$ cat config.mk
export PLATFORM = sky130hd
export DESIGN_NAME = crwc_core_ctrl
export DESIGN_NICKNAME = d
export VERILOG_FILES = /design/src/common/crwc_pkg.sv /design/src/logic/crwc_core_ctrl.sv /design/src/logic/crwc_clk_div.sv
export SDC_FILE = /design/constraint.sdc
export NUM_CORES = 1
export LEC_CHECK = 0
export BUFFER_PORTS_ARGS = -buffer_cell sky130_fd_sc_hd__buf_4
export CORE_MARGIN = 5
export CORE_UTILIZATION = 40
export CTS_BUF_LIST = sky130_fd_sc_hd__clkbuf_4 sky130_fd_sc_hd__clkbuf_8
export CTS_CLUSTER_SIZE = 28
export DETAILED_ROUTE_END_ITERATION = 7
export PLACE_DENSITY_LB_ADDON = 0.12
export SLEW_MARGIN = 30
export SYNTH_ARGS = -nofsm -noshare
export SYNTH_HDL_FRONTEND = slang
export SYNTH_HIERARCHICAL = 1
export SYNTH_SLANG_ARGS = --single-unit
$ cat constraint.sdc
create_clock -name core_clk_i -period 5.66 [get_ports core_clk_i]
set_clock_uncertainty 0.1 [all_clocks]
set_input_delay 0 -clock core_clk_i [delete_from_list [all_inputs] [get_ports core_clk_i]]
set_output_delay 0 -clock core_clk_i [all_outputs]
set_load 0.01 [all_outputs]
$ cat src/common/crwc_pkg.sv
// package: constants and types for the core restart / wait control block
package crwc_pkg;
  // reset vector locations in program memory
  localparam logic [11:0] RST_VEC_LO_ADDR = 12'h0ffe;
  localparam logic [11:0] RST_VEC_HI_ADDR = 12'h0fff;
  // oscillator periods per machine cycle and per timer tick
  localparam int MCYC_PERIODS   = 13;
  localparam int TICK_PERIODS   = 12;
  // reset stretch after request ends, in oscillator clocks
  localparam int RST_HOLD_CLKS  = 2048;
  // machine cycles per instruction class
  localparam logic [2:0] CYC_BIT_BRANCH = 3'h5;
  localparam logic [2:0] CYC_FOUR       = 3'h4;
  localparam logic [2:0] CYC_TWO        = 3'h2;
  // instruction classes
  typedef enum logic [2:0] {
    CRWC_IC_BIT_BRANCH,
    CRWC_IC_BRANCH_SUB,
    CRWC_IC_BIT_MANIP,
    CRWC_IC_LOAD,
    CRWC_IC_ALU,
    CRWC_IC_COND_BRANCH,
    CRWC_IC_PROG_CTRL
  } crwc_iclass_t;
  // core execution modes
  typedef enum logic [1:0] {
    CRWC_MODE_NORMAL,
    CRWC_MODE_IRQ,
    CRWC_MODE_NMI
  } crwc_mode_t;
endpackage : crwc_pkg

$ cat src/logic/crwc_core_ctrl.sv
// core restart, wait mode and cycle timing control
// Function
// - reset clears stack, loads reset vector PC
// - after reset core enters non-maskable mode
// - return ends restart, normal mode, serve pending
// - stop instruction behaves exactly like wait
// - wait halts execution, clocks keep running
// - timers run in wait; timer irq wakes
// - reset during wait gives full reset
// - wake from wait without added delay
// - wait wake only when global enable set
// - wait from main: wake and service interrupt
// - wait in nmi routine: resume, no service
// - wait in irq, irq wakes: resume routine
// - wait in irq, nmi wakes: nmi first
// - skip wait when enabled request pending
// - all sources disabled: only reset wakes
// - machine cycle is thirteen oscillator periods
// - oscillator divided by twelve for ticks
// - instruction takes five, four or two cycles
// - reset latched, released after 2048 clocks
// - global enable gates maskable, nmi exempt running
module crwc_core_ctrl
  import crwc_pkg::*;
#(
  parameter int RST_HOLD = RST_HOLD_CLKS
) (
  input  wire logic         core_clk_i,
  input  wire logic         rst_i,
  input  wire logic         rst_pin_n_i,
  input  wire logic         wdg_rst_i,
  input  wire logic         global_irq_enable_i,
  input  wire logic         irq_req_i,
  input  wire logic         nmi_req_i,
  input  wire logic         wait_exec_i,
  input  wire logic         stop_exec_i,
  input  wire logic         return_from_interrupt_exec_i,
  input  wire logic         instr_start_i,
  input  wire crwc_iclass_t instr_class_i,
  input  wire logic [11:0]  vec_data_i,
  output logic              core_reset_o,
  output logic              stack_clear_o,
  output logic [11:0]       vec_addr_o,
  output logic              pc_load_o,
  output logic [11:0]       pc_o,
  output logic [1:0]        mode_o,
  output logic              halted_o,
  output logic              irq_take_o,
  output logic              nmi_take_o,
  output logic              periph_clk_en_o,
  output logic              mcyc_stb_o,
  output logic              tick_stb_o,
  output logic              instr_done_o
);
  initial begin
    if (RST_HOLD < 1 || RST_HOLD > 65535) begin
      $error("crwc_core_ctrl: reset hold out of range");
    end
  end

  crwc_mode_t  mode_r;
  crwc_mode_t  wait_mode_r;
  logic [15:0] hold_r;
  logic        rst_req;
  logic [1:0]  vec_step_r;
  logic [2:0]  cyc_left_r;
  logic [2:0]  cyc_nxt;
  logic        halt_req;
  logic        irq_ok;
  logic        nmi_ok;
  logic        wake;

  assign rst_req = !rst_pin_n_i || wdg_rst_i;
  // stop is redirected onto the wait path; no true stop exists
  assign halt_req = wait_exec_i || stop_exec_i;
  // in run mode nmi ignores global enable, in wait it does not
  assign irq_ok = global_irq_enable_i && irq_req_i && (mode_r == CRWC_MODE_NORMAL);
  assign nmi_ok = nmi_req_i && (mode_r != CRWC_MODE_NMI);
  // any pending source wakes, but only with global enable set
  assign wake = global_irq_enable_i && (irq_req_i || nmi_req_i);

  crwc_clk_div u_div (
    .core_clk_i (core_clk_i),
    .rst_i      (rst_i),
    .mcyc_stb_o (mcyc_stb_o),
    .tick_stb_o (tick_stb_o)
  );

  // reset latch: held while requested, then stretched
  always_ff @(posedge core_clk_i or posedge rst_i) begin
    if (rst_i) begin
      core_reset_o <= 1'b1;
      hold_r       <= 16'(RST_HOLD); // system reset is stretched too, else it never ends
    end else if (rst_req) begin
      core_reset_o <= 1'b1;
      hold_r       <= 16'(RST_HOLD);
    end else if (hold_r > 16'h0001) begin
      hold_r <= hold_r - 16'h0001;
    end else if (hold_r == 16'h0001) begin
      hold_r       <= 16'h0000;
      core_reset_o <= 1'b0;
    end
  end

  // reset vector fetch: low then high address after release, PC taken from the high-address read
  always_ff @(posedge core_clk_i or posedge rst_i) begin
    if (rst_i) begin
      vec_step_r    <= 2'h0;
      vec_addr_o    <= RST_VEC_LO_ADDR;
      pc_o          <= 12'h000;
      pc_load_o     <= 1'b0;
      stack_clear_o <= 1'b1;
    end else if (core_reset_o) begin
      vec_step_r    <= 2'h1;
      vec_addr_o    <= RST_VEC_LO_ADDR;
      pc_load_o     <= 1'b0;
      stack_clear_o <= 1'b1;
    end else begin
      stack_clear_o <= 1'b0;
      pc_load_o     <= 1'b0;
      unique case (vec_step_r)
        2'h1: begin
          vec_addr_o <= RST_VEC_HI_ADDR;
          vec_step_r <= 2'h2;
        end
        2'h2: begin
          pc_o       <= vec_data_i;
          pc_load_o  <= 1'b1;
          vec_step_r <= 2'h0;
        end
        default: begin
          vec_step_r <= 2'h0;
        end
      endcase
    end
  end

  // mode tracking and interrupt acceptance
  always_ff @(posedge core_clk_i or posedge rst_i) begin
    if (rst_i) begin
      mode_r      <= CRWC_MODE_NMI;
      wait_mode_r <= CRWC_MODE_NORMAL;
      halted_o    <= 1'b0;
      irq_take_o  <= 1'b0;
      nmi_take_o  <= 1'b0;
    end else if (core_reset_o) begin
      mode_r     <= CRWC_MODE_NMI;
      wait_mode_r <= CRWC_MODE_NORMAL; // stale wait context must not steer the restart return
      halted_o   <= 1'b0;
      irq_take_o <= 1'b0;
      nmi_take_o <= 1'b0;
    end else if (halted_o) begin
      irq_take_o <= 1'b0;
      nmi_take_o <= 1'b0;
      if (wake) begin
        halted_o <= 1'b0;
        unique case (wait_mode_r)
          CRWC_MODE_NORMAL: begin
            nmi_take_o <= nmi_req_i;
            irq_take_o <= !nmi_req_i;
            mode_r     <= nmi_req_i ? CRWC_MODE_NMI : CRWC_MODE_IRQ;
          end
          CRWC_MODE_IRQ: begin
            nmi_take_o <= nmi_req_i;
            mode_r     <= nmi_req_i ? CRWC_MODE_NMI : CRWC_MODE_IRQ;
          end
          CRWC_MODE_NMI: begin
            mode_r <= CRWC_MODE_NMI;
          end
          default: begin
            mode_r <= CRWC_MODE_NMI;
          end
        endcase
      end
    end else begin
      nmi_take_o <= nmi_ok;
      irq_take_o <= irq_ok && !nmi_ok;
      if (nmi_ok) begin
        mode_r <= CRWC_MODE_NMI;
      end else if (irq_ok) begin
        mode_r <= CRWC_MODE_IRQ;
      end else if (return_from_interrupt_exec_i) begin
        mode_r <= (mode_r == CRWC_MODE_NMI && wait_mode_r == CRWC_MODE_IRQ) ?
                  CRWC_MODE_IRQ : CRWC_MODE_NORMAL;
        // a return uses up the saved wait context once
        wait_mode_r <= CRWC_MODE_NORMAL;
      end else if (halt_req && !(nmi_ok || irq_ok || wake)) begin
        halted_o    <= 1'b1;
        wait_mode_r <= mode_r;
      end
    end
  end

  // peripherals stay clocked through wait so timers can wake the core
  always_ff @(posedge core_clk_i or posedge rst_i) begin
    if (rst_i) begin
      periph_clk_en_o <= 1'b0;
    end else begin
      periph_clk_en_o <= !core_reset_o;
    end
  end

  assign mode_o = mode_r;

  // instruction duration in machine cycles
  always_comb begin
    unique case (instr_class_i)
      CRWC_IC_BIT_BRANCH:  cyc_nxt = CYC_BIT_BRANCH;
      CRWC_IC_COND_BRANCH,
      CRWC_IC_PROG_CTRL:   cyc_nxt = CYC_TWO;
      default:             cyc_nxt = CYC_FOUR;
    endcase
  end

  always_ff @(posedge core_clk_i or posedge rst_i) begin
    if (rst_i) begin
      cyc_left_r   <= 3'h0;
      instr_done_o <= 1'b0;
    end else begin
      instr_done_o <= 1'b0;
      if (core_reset_o || halted_o) begin
        cyc_left_r <= 3'h0;
      end else if (instr_start_i && cyc_left_r == 3'h0) begin
        cyc_left_r <= cyc_nxt;
      end else if (mcyc_stb_o && cyc_left_r != 3'h0) begin
        cyc_left_r   <= cyc_left_r - 3'h1;
        instr_done_o <= (cyc_left_r == 3'h1);
      end
    end
  end
endmodule : crwc_core_ctrl

$ cat src/logic/crwc_clk_div.sv
// clock divider: machine-cycle and timer-tick strobes
module crwc_clk_div
  import crwc_pkg::*;
#(
  parameter int MCYC = MCYC_PERIODS,
  parameter int TICK = TICK_PERIODS
) (
  input  wire logic core_clk_i,
  input  wire logic rst_i,
  output logic      mcyc_stb_o,
  output logic      tick_stb_o
);
  initial begin
    if (MCYC < 2 || MCYC > 255 || TICK < 2 || TICK > 255) begin
      $error("crwc_clk_div: divisor out of range");
    end
  end

  logic [7:0] mcnt_r;
  logic [7:0] tcnt_r;

  // counters cleared by reset so phases start aligned
  always_ff @(posedge core_clk_i or posedge rst_i) begin
    if (rst_i) begin
      mcnt_r     <= 8'h00;
      mcyc_stb_o <= 1'b0;
    end else begin
      mcyc_stb_o <= (mcnt_r == 8'(MCYC - 1));
      mcnt_r     <= (mcnt_r == 8'(MCYC - 1)) ? 8'h00 : mcnt_r + 8'h01;
    end
  end

  // timer and watchdog tick
  always_ff @(posedge core_clk_i or posedge rst_i) begin
    if (rst_i) begin
      tcnt_r     <= 8'h00;
      tick_stb_o <= 1'b0;
    end else begin
      tick_stb_o <= (tcnt_r == 8'(TICK - 1));
      tcnt_r     <= (tcnt_r == 8'(TICK - 1)) ? 8'h00 : tcnt_r + 8'h01;
    end
  end

  // clocks since the last strobe, saturating; checks the period
  // without unrolling a long repetition in the tools
  logic [7:0] mgap_r;
  logic [7:0] tgap_r;
  logic       mseen_r;
  logic       tseen_r;

  always_ff @(posedge core_clk_i or posedge rst_i) begin
    if (rst_i) begin
      mgap_r  <= 8'h00;
      mseen_r <= 1'b0;
    end else if (mcyc_stb_o) begin
      mgap_r  <= 8'h01;
      mseen_r <= 1'b1;
    end else if (mgap_r != 8'hff) begin
      mgap_r <= mgap_r + 8'h01;
    end
  end

  always_ff @(posedge core_clk_i or posedge rst_i) begin
    if (rst_i) begin
      tgap_r  <= 8'h00;
      tseen_r <= 1'b0;
    end else if (tick_stb_o) begin
      tgap_r  <= 8'h01;
      tseen_r <= 1'b1;
    end else if (tgap_r != 8'hff) begin
      tgap_r <= tgap_r + 8'h01;
    end
  end
endmodule : crwc_clk_div

==> run metrics, run 1 <==
largest net degree at the start of global routing 47; clk slew on worst S/H paths about 70 ps; core footprint 7770 um^2; minimum clock period 2060 ps; final period utilization ~36%; Reg2Reg Depth 6; Top Ports just over 60; area leader, netlist dfrtp_1; Port Buffers 50; FF+latch count, synth 64; # hold bufs at CTS 27; outcome completed; Yosys warnings 6; Pleak about 2.0 nW; Crit-path slowest cell dlygate4sd3_1; Die H 99.6 um; maxcap violations 0; GR Overflow Total 0; Sequential Power Share approximately 44%; count leader, synth dfrtp_1; top cells by count, synth 60 x dfrtp_1, 22 x a21oi_1, 20 x nand2_1, 20 x nor2_1, 15 x mux2_2; final design utilization between 50% and 60%; 1st-pass router iterations 4; Reg area 1610 um^2; Max clock buf depth 2; FF-to-FF setup slack 3600 ps; Layout area overhead 29.7%; wire length per cell 13.7 um; register area share after synthesis 50.0%; Fillers 740; Die Wd between 90 and 100 um; Root Buffer clkbuf_8; maximum VDD drop 0.133 mV; Inserted Clock Buffers 9; Skew-Pair Late Insertion Delay 340 ps; dpl hpwl 4620 um; Post-CTS Setup Bufs 0; initial antenna violation count 0; number of library cell types mapped by synthesis 54; site row count 32; Layout Nets 419; start point of the worst hold path global_irq_enable_i; CP Cell Sequence inv_1, ha_1, nor2b_1, nand3_1, dlygate4sd3_1, o211a_1; residual DRC count 0; main flop type after synthesis dfrtp_1; CP startpoint kind register; Switch Pwr 0.276 mW; Clk network pwr share 43.3%; Placer Congestion 0.805; Mapped Avg Cell Area 10.6 um^2; vias 2493; Required @ worst endpoint 5790 ps; DRT antenna net count 0; Max FO, Critical Path 5; Initial Utilization between 40% and 50%; switching share of power ~25%; hold path depth 5; Setup TNS Final 0 ps; Routed WL 6740 um; CTS Sinks 64; Pins Over Slew Limit 0; number of synthesized flops with an enable pin 0; Slew @ Worst Pin between 600 and 700 ps; CTS HTree Levels 3; async set-reset flop share out of synthesis 100%; Netlist Area Pre-Place 3210 um^2; highest achievable clock rate 0.485 GHz; Worst Hold End irq_take_o; Total Routing Usage GR between 10 and 15%; RSZ-0062 raised after global routing false; Die Area approximately 9900 um^2; Crit path largest cell delay around 600 ps; CP Class register to register; final setup violation count 0; Multi-input gate area 1490 um^2; layout cells sized above 1 a little over a quarter; crit path DAT 2190 ps; drt via density 5.07; endpoints failing hold 0; # diodes 0; vias in the first global route between 2k and 2.5k; Critical Path Sink Type register; Synth area leaders dfrtp_1 47%, mux2_2 5.3%, a21oi_1 3.4%, dfstp_2 3.3%, ha_1 3.1%; Post-CTS Resized 0; reg2reg start cyc_left_r[0]; power share of the combinational group 13.1%; post-synth top area share 46.7%; P_int 0.824 mW; post-route cell area 4170 um^2; PD cells approximately 260 nW/um^2; First DRT Iteration DRCs between 100 and 150; Worst slew margin between 50% and 60%; FF-to-FF End cyc_left_r[1]; Hold WC Path Type input port to register; CTS tree built; first-pass GRT wire length ~12000 um; Post-Syn Instances 303; placed cell areas roughly 3700 um^2
power by group through the flow:
stage          sequential, mW  clock [mW]  combinational, mW
2_1_floorplan           0.485           0             0.0992
3_3_place_gp            0.488           0              0.129
3_5_place_dp            0.488           0              0.129
4_1_cts                 0.479       0.493              0.144
5_1_grt                 0.481       0.514              0.161
6_report                0.479       0.477              0.144
cells in the final DEF (no fill, tap or decap), types with 3 or more instances in the layout:
cell type and count:
or2_2 3, a21oi_1 22, xor2_1 11, nor3b_1 5
inv_1 12, bufinv_16 3, dfrtp_1 60, dlygate4sd3_1 27
nand3b_1 3, and3_1 3, mux2_2 15, buf_4 51
a211o_1 4, nor2_1 20, mux2i_1 4, or4_4 3
o21ai_0 10, nand2_1 20, ha_1 8, nor3_1 8
nand3_1 13, clkbuf_8 9, o21bai_1 3, xnor2_1 3
nand2b_1 5, nand4_1 3, nor4_1 4, dfstp_2 4
conb_1 11, a21o_1 5
metal layers:
metal	track usage [%]	part of all wire (%)	vias to the layer above	routed length, um
li1	-	-	1225	-
met1	18.7	44	1208	2980
met2	24.1	50	50	3380
met3	3.86	4.4	10	295
met4	5.36	1.2	0	78
met5	0	0	-	0
metrics by stage:
step / std cells / hold WS, ps / setup slack, ps / total power [mW]
final: 492 / 8.03 / 3600 / 1.10
after global routing: 492 / 46.0 / 3420 / 1.16
after CTS: 492 / 0.0167 / 3610 / 1.12
after detailed placement: 449 / 34.7 / 3760 / 0.616
after global placement: 449 / 54.9 / 3740 / 0.617
after floorplan: 313 / -161 / 3850 / 0.584
area by class of cell:
class	count	area share [%]
Sequential cell	64	38.5
Timing Repair Buffer	78	15.7
Clock inverter	7	2.85
Clock buffer	9	2.97
Multi-Input combinational cell	219	35.7
Tap cell	102	3.06
Inverter	13	1.23
how the worst max path moves through the flow:
stage                     to  cells past startpoint          start
3_5_place_dp      hold_r[13]                      4      hold_r[6]
2_1_floorplan      hold_r[4]                      7      hold_r[0]
3_3_place_gp      hold_r[13]                      4      hold_r[6]
4_1_cts        cyc_left_r[1]                      6  cyc_left_r[0]
6_report       cyc_left_r[1]                      6  cyc_left_r[0]
5_1_grt        cyc_left_r[1]                      6  cyc_left_r[1]
logic make-up (layout without fill, tap and decap cells):
family / after synthesis / in the layout / synth area share [%]
compound gates: 59 / 59 / 11.7
mux: 19 / 19 / 6.50
buf+inv: 30 / 107 / 4.94
other cells: 1 / 11 / 0.117
flops: 64 / 64 / 50.0
simple gates: 108 / 108 / 19.8
fa+ha+maj: 8 / 8 / 3.11
xor+xnor: 14 / 14 / 3.81
critical path: cells and delay by family, from the launching register on:
family,cells,cell delay [ps]
AOI/OAI and AO/OA,1,120
buffers and inverters,2,690
adders and majority gates,1,190
DFF,1,420
and+or+nand+nor,2,440
sequential cells by signal (all words and copies together), names as in the netlist:
| register | flops |
|---|---|
| u_div/mcyc_stb_o | 1 |
| u_div/mcnt_r | 8 |
| u_div/tcnt_r | 8 |
| nmi_take_o | 1 |
| hold_r | 16 |
| mode_o | 2 |
| core_reset_o | 1 |
| cyc_left_r | 3 |
| stack_clear_o | 1 |
| u_div/tick_stb_o | 1 |
| pc_load_o | 1 |
| instr_done_o | 1 |
| wait_mode_r | 2 |
| pc_o | 12 |
| irq_take_o | 1 |
| halted_o | 1 |
| vec_step_r | 2 |
| vec_addr_o | 1 |
| periph_clk_en_o | 1 |
Power figures use the tool's default switching activity.
==> run 2, diff against run 1 <==
==> constraint.sdc (replaced) <==
create_clock -name core_clk_i -period 2.1 [get_ports core_clk_i]
set_clock_uncertainty 0.1 [all_clocks]
set_input_delay 0 -clock core_clk_i [delete_from_list [all_inputs] [get_ports core_clk_i]]
set_output_delay 0 -clock core_clk_i [all_outputs]
set_load 0.01 [all_outputs]
==> run metrics, run 2 (synthesized netlist as in run 1, its figures left out) <==
CTS HTree Levels 3 (unchanged); Most Used Layer, Global Route met2; M1 GR Usage 19.0% (+0.29 points); CP top delay family buffers and inverters; core footprint 7770 um^2 (unchanged); final setup violation count 0 (unchanged); Layout Nets 419 (unchanged); vias 2454 (-1.6%); GR Overflow Total 0 (unchanged); Die Wd 99.6 um (unchanged); Crit-path slowest cell dlygate4sd3_1; layout cells sized above 1 27.9% (+1.5 points); dpl hpwl 4730 um (+2.3%); endpoints failing hold 0 (unchanged); Port Buffers 50 (unchanged); Setup TNS Final 0 ps (unchanged); maxcap violations 0 (unchanged); final period utilization 92.8% (+56 points); Largest register FFs 16 (unchanged); FF-to-FF End cyc_left_r[2]; CP bufs+invs 2 (unchanged); 1st-pass router iterations 4 (unchanged); Die Area 9930 um^2 (unchanged); hold path depth 3 (-2); Skew-Pair Late Insertion Delay 330 ps (about the same); residual DRC count 0 (unchanged); Slew @ Worst Pin 661 ps (-3.67 ps); Required @ worst endpoint 2270 ps (-3520 ps); Placed Instances 454 (+1.1%); most frequent cells in the layout 60 x dfrtp_1, 55 x buf_4, 22 x a21oi_1, 22 x dlygate4sd3_1; Multi-input gate area 1490 um^2 (+0.50%); Hold WC Path Type input port to register; met3 usage 3.02% (-0.84 points); crit path DAT 2120 ps (-70 ps); Layout area overhead 27.8%; WHS 0.367 ps (-7.67 ps); First DRT Iteration DRCs 99 (-10%); vias in the first global route 2410 (-2.0%); PD cells 641 nW/um^2 (+140%); site row count 32 (unchanged); Inserted Clock Buffers 9 (unchanged); outcome completed; FF-to-FF setup slack 150 ps (-3450 ps); CP Cell Sequence inv_1, ha_1, nor2b_4, nand3_1, a21oi_1, dlygate4sd3_1; Pins Over Slew Limit 0 (unchanged); Top Ports 62 (unchanged); Fillers 711 (-3.9%); Root Buffer clkbuf_8; largest register by flop count hold_r; wire length per cell 13.6 um (-0.40%); Crit path largest cell delay 560 ps (-40 ps); routing usage on met2 22.4% (-1.7 points); start point of the worst hold path rst_pin_n_i; Final Instance Count excl. Fillers 492 (unchanged); reg2reg start cyc_left_r[1]; RSZ-0062 raised after global routing false; Max FO, Critical Path 5 (unchanged); Reg2Reg Depth 6 (unchanged); maximum VDD drop 0.347 mV (+160%); clk slew on worst S/H paths 70 ps (about the same); CP Class register to register; Critical Path Sink Type register; first-pass GRT wire length 11400 um (-1.5%); initial antenna violation count 0 (unchanged); CTS tree built; Reg area 1610 um^2 (unchanged); drt via density 4.99 (-1.6%); Placer Congestion 0.792 (-1.7%); Worst Hold End hold_r[1]; Worst slew margin 55.9% (+0.25 points); CTS Sinks 64 (unchanged); Initial Utilization 41.4% (unchanged); DRT antenna net count 0 (unchanged); Die H 99.6 um (unchanged); most common cell after layout, fill and taps aside dfrtp_1; Total Routing Usage GR 14.3% (-0.39 points); Pleak 1.95 nW (about the same); minimum clock period 1950 ps (-115 ps); largest net degree at the start of global routing 25 (-47%); highest achievable clock rate 0.513 GHz (+5.9%); Routed WL 6710 um (-0.40%); # diodes 0 (unchanged); Regs by FF count hold_r (16), pc_o (12); CP startpoint kind register; Max clock buf depth 2 (unchanged)
## run 2: changes by cell type in the layout (fill, tap and decap cells not counted), moves of 2 or more
| cell | delta |
|---|---|
| buf_4 | +4 |
| bufinv_16 | -3 |
| clkinv_2 | +2 |
| clkinv_4 | +2 |
| clkinvlp_4 | -2 |
| dlygate4sd3_1 | -5 |
## run 2: how the worst max path moves through the flow
| stage | startpoint | endpoint | slack [ps] | depth (start not counted) |
|---|---|---|---|---|
| final | cyc_left_r[1] | cyc_left_r[2] | 150 | 6 |
| after detailed placement | hold_r[0] | hold_r[4] | 180 | 6 |
| after global routing | cyc_left_r[1] | cyc_left_r[2] | 2 | 6 |
| after CTS | cyc_left_r[1] | cyc_left_r[2] | 50 | 6 |
| after floorplan | hold_r[0] | hold_r[4] | 290 | 7 |
| after global placement | hold_r[0] | hold_r[4] | 200 | 6 |
## run 2: repair_timing
item	4_1_cts	5_1_grt
resized for setup	0	2
endpoints found under the hold margin	61	0
setup endpoints to repair	0	1
setup buffers	0	0
hold buffers	22	0
## run 2: power breakdown
| group | internal (mW) | total [mW] | switching (mW) |
|---|---|---|---|
| clock | 0.471 | 0.934 | 0.463 |
| combinational | 0.189 | 0.408 | 0.218 |
| sequential | 1.26 | 1.29 | 0.0337 |
| total | 1.92 | 2.63 | 0.715 |
## run 2: worst reg2reg max path: cells and delay by family (launching register included)
kind / cells / cell delay (ps)
AO/OA/AOI/OAI: 1 / 140
adder cells (fa/ha/maj): 1 / 220
buffers and inverters: 2 / 680
flip-flops: 1 / 390
AND/OR/NAND/NOR: 2 / 360
## run 2: per-layer routing
layer  up-vias  wire length, um
met5         -                0
met4         0               99
met3         9              283
met2        53             3230
met1      1166             3090
li1       1226                -
## run 2: metrics by stage
step	utilization [%]	setup slack [ps]	total power, mW	area [um^2]
final	52.9	151	2.63	4110
after global routing	52.9	2.44	2.79	4110
after CTS	52.8	46.4	2.67	4100
after detailed placement	47.7	182	1.69	3700
after global placement	47.7	200	1.69	3700
after floorplan	-	289	1.58	3250
## run 2: area by class of cell
class / instances / share of cell area [%]
Tap cell: 102 / 3.11
Inverter: 13 / 1.19
Clock buffer: 11 / 3.53
Sequential cell: 64 / 39.1
Timing Repair Buffer: 78 / 15.9
Multi-Input combinational cell: 219 / 36.4
Clock inverter: 5 / 0.792
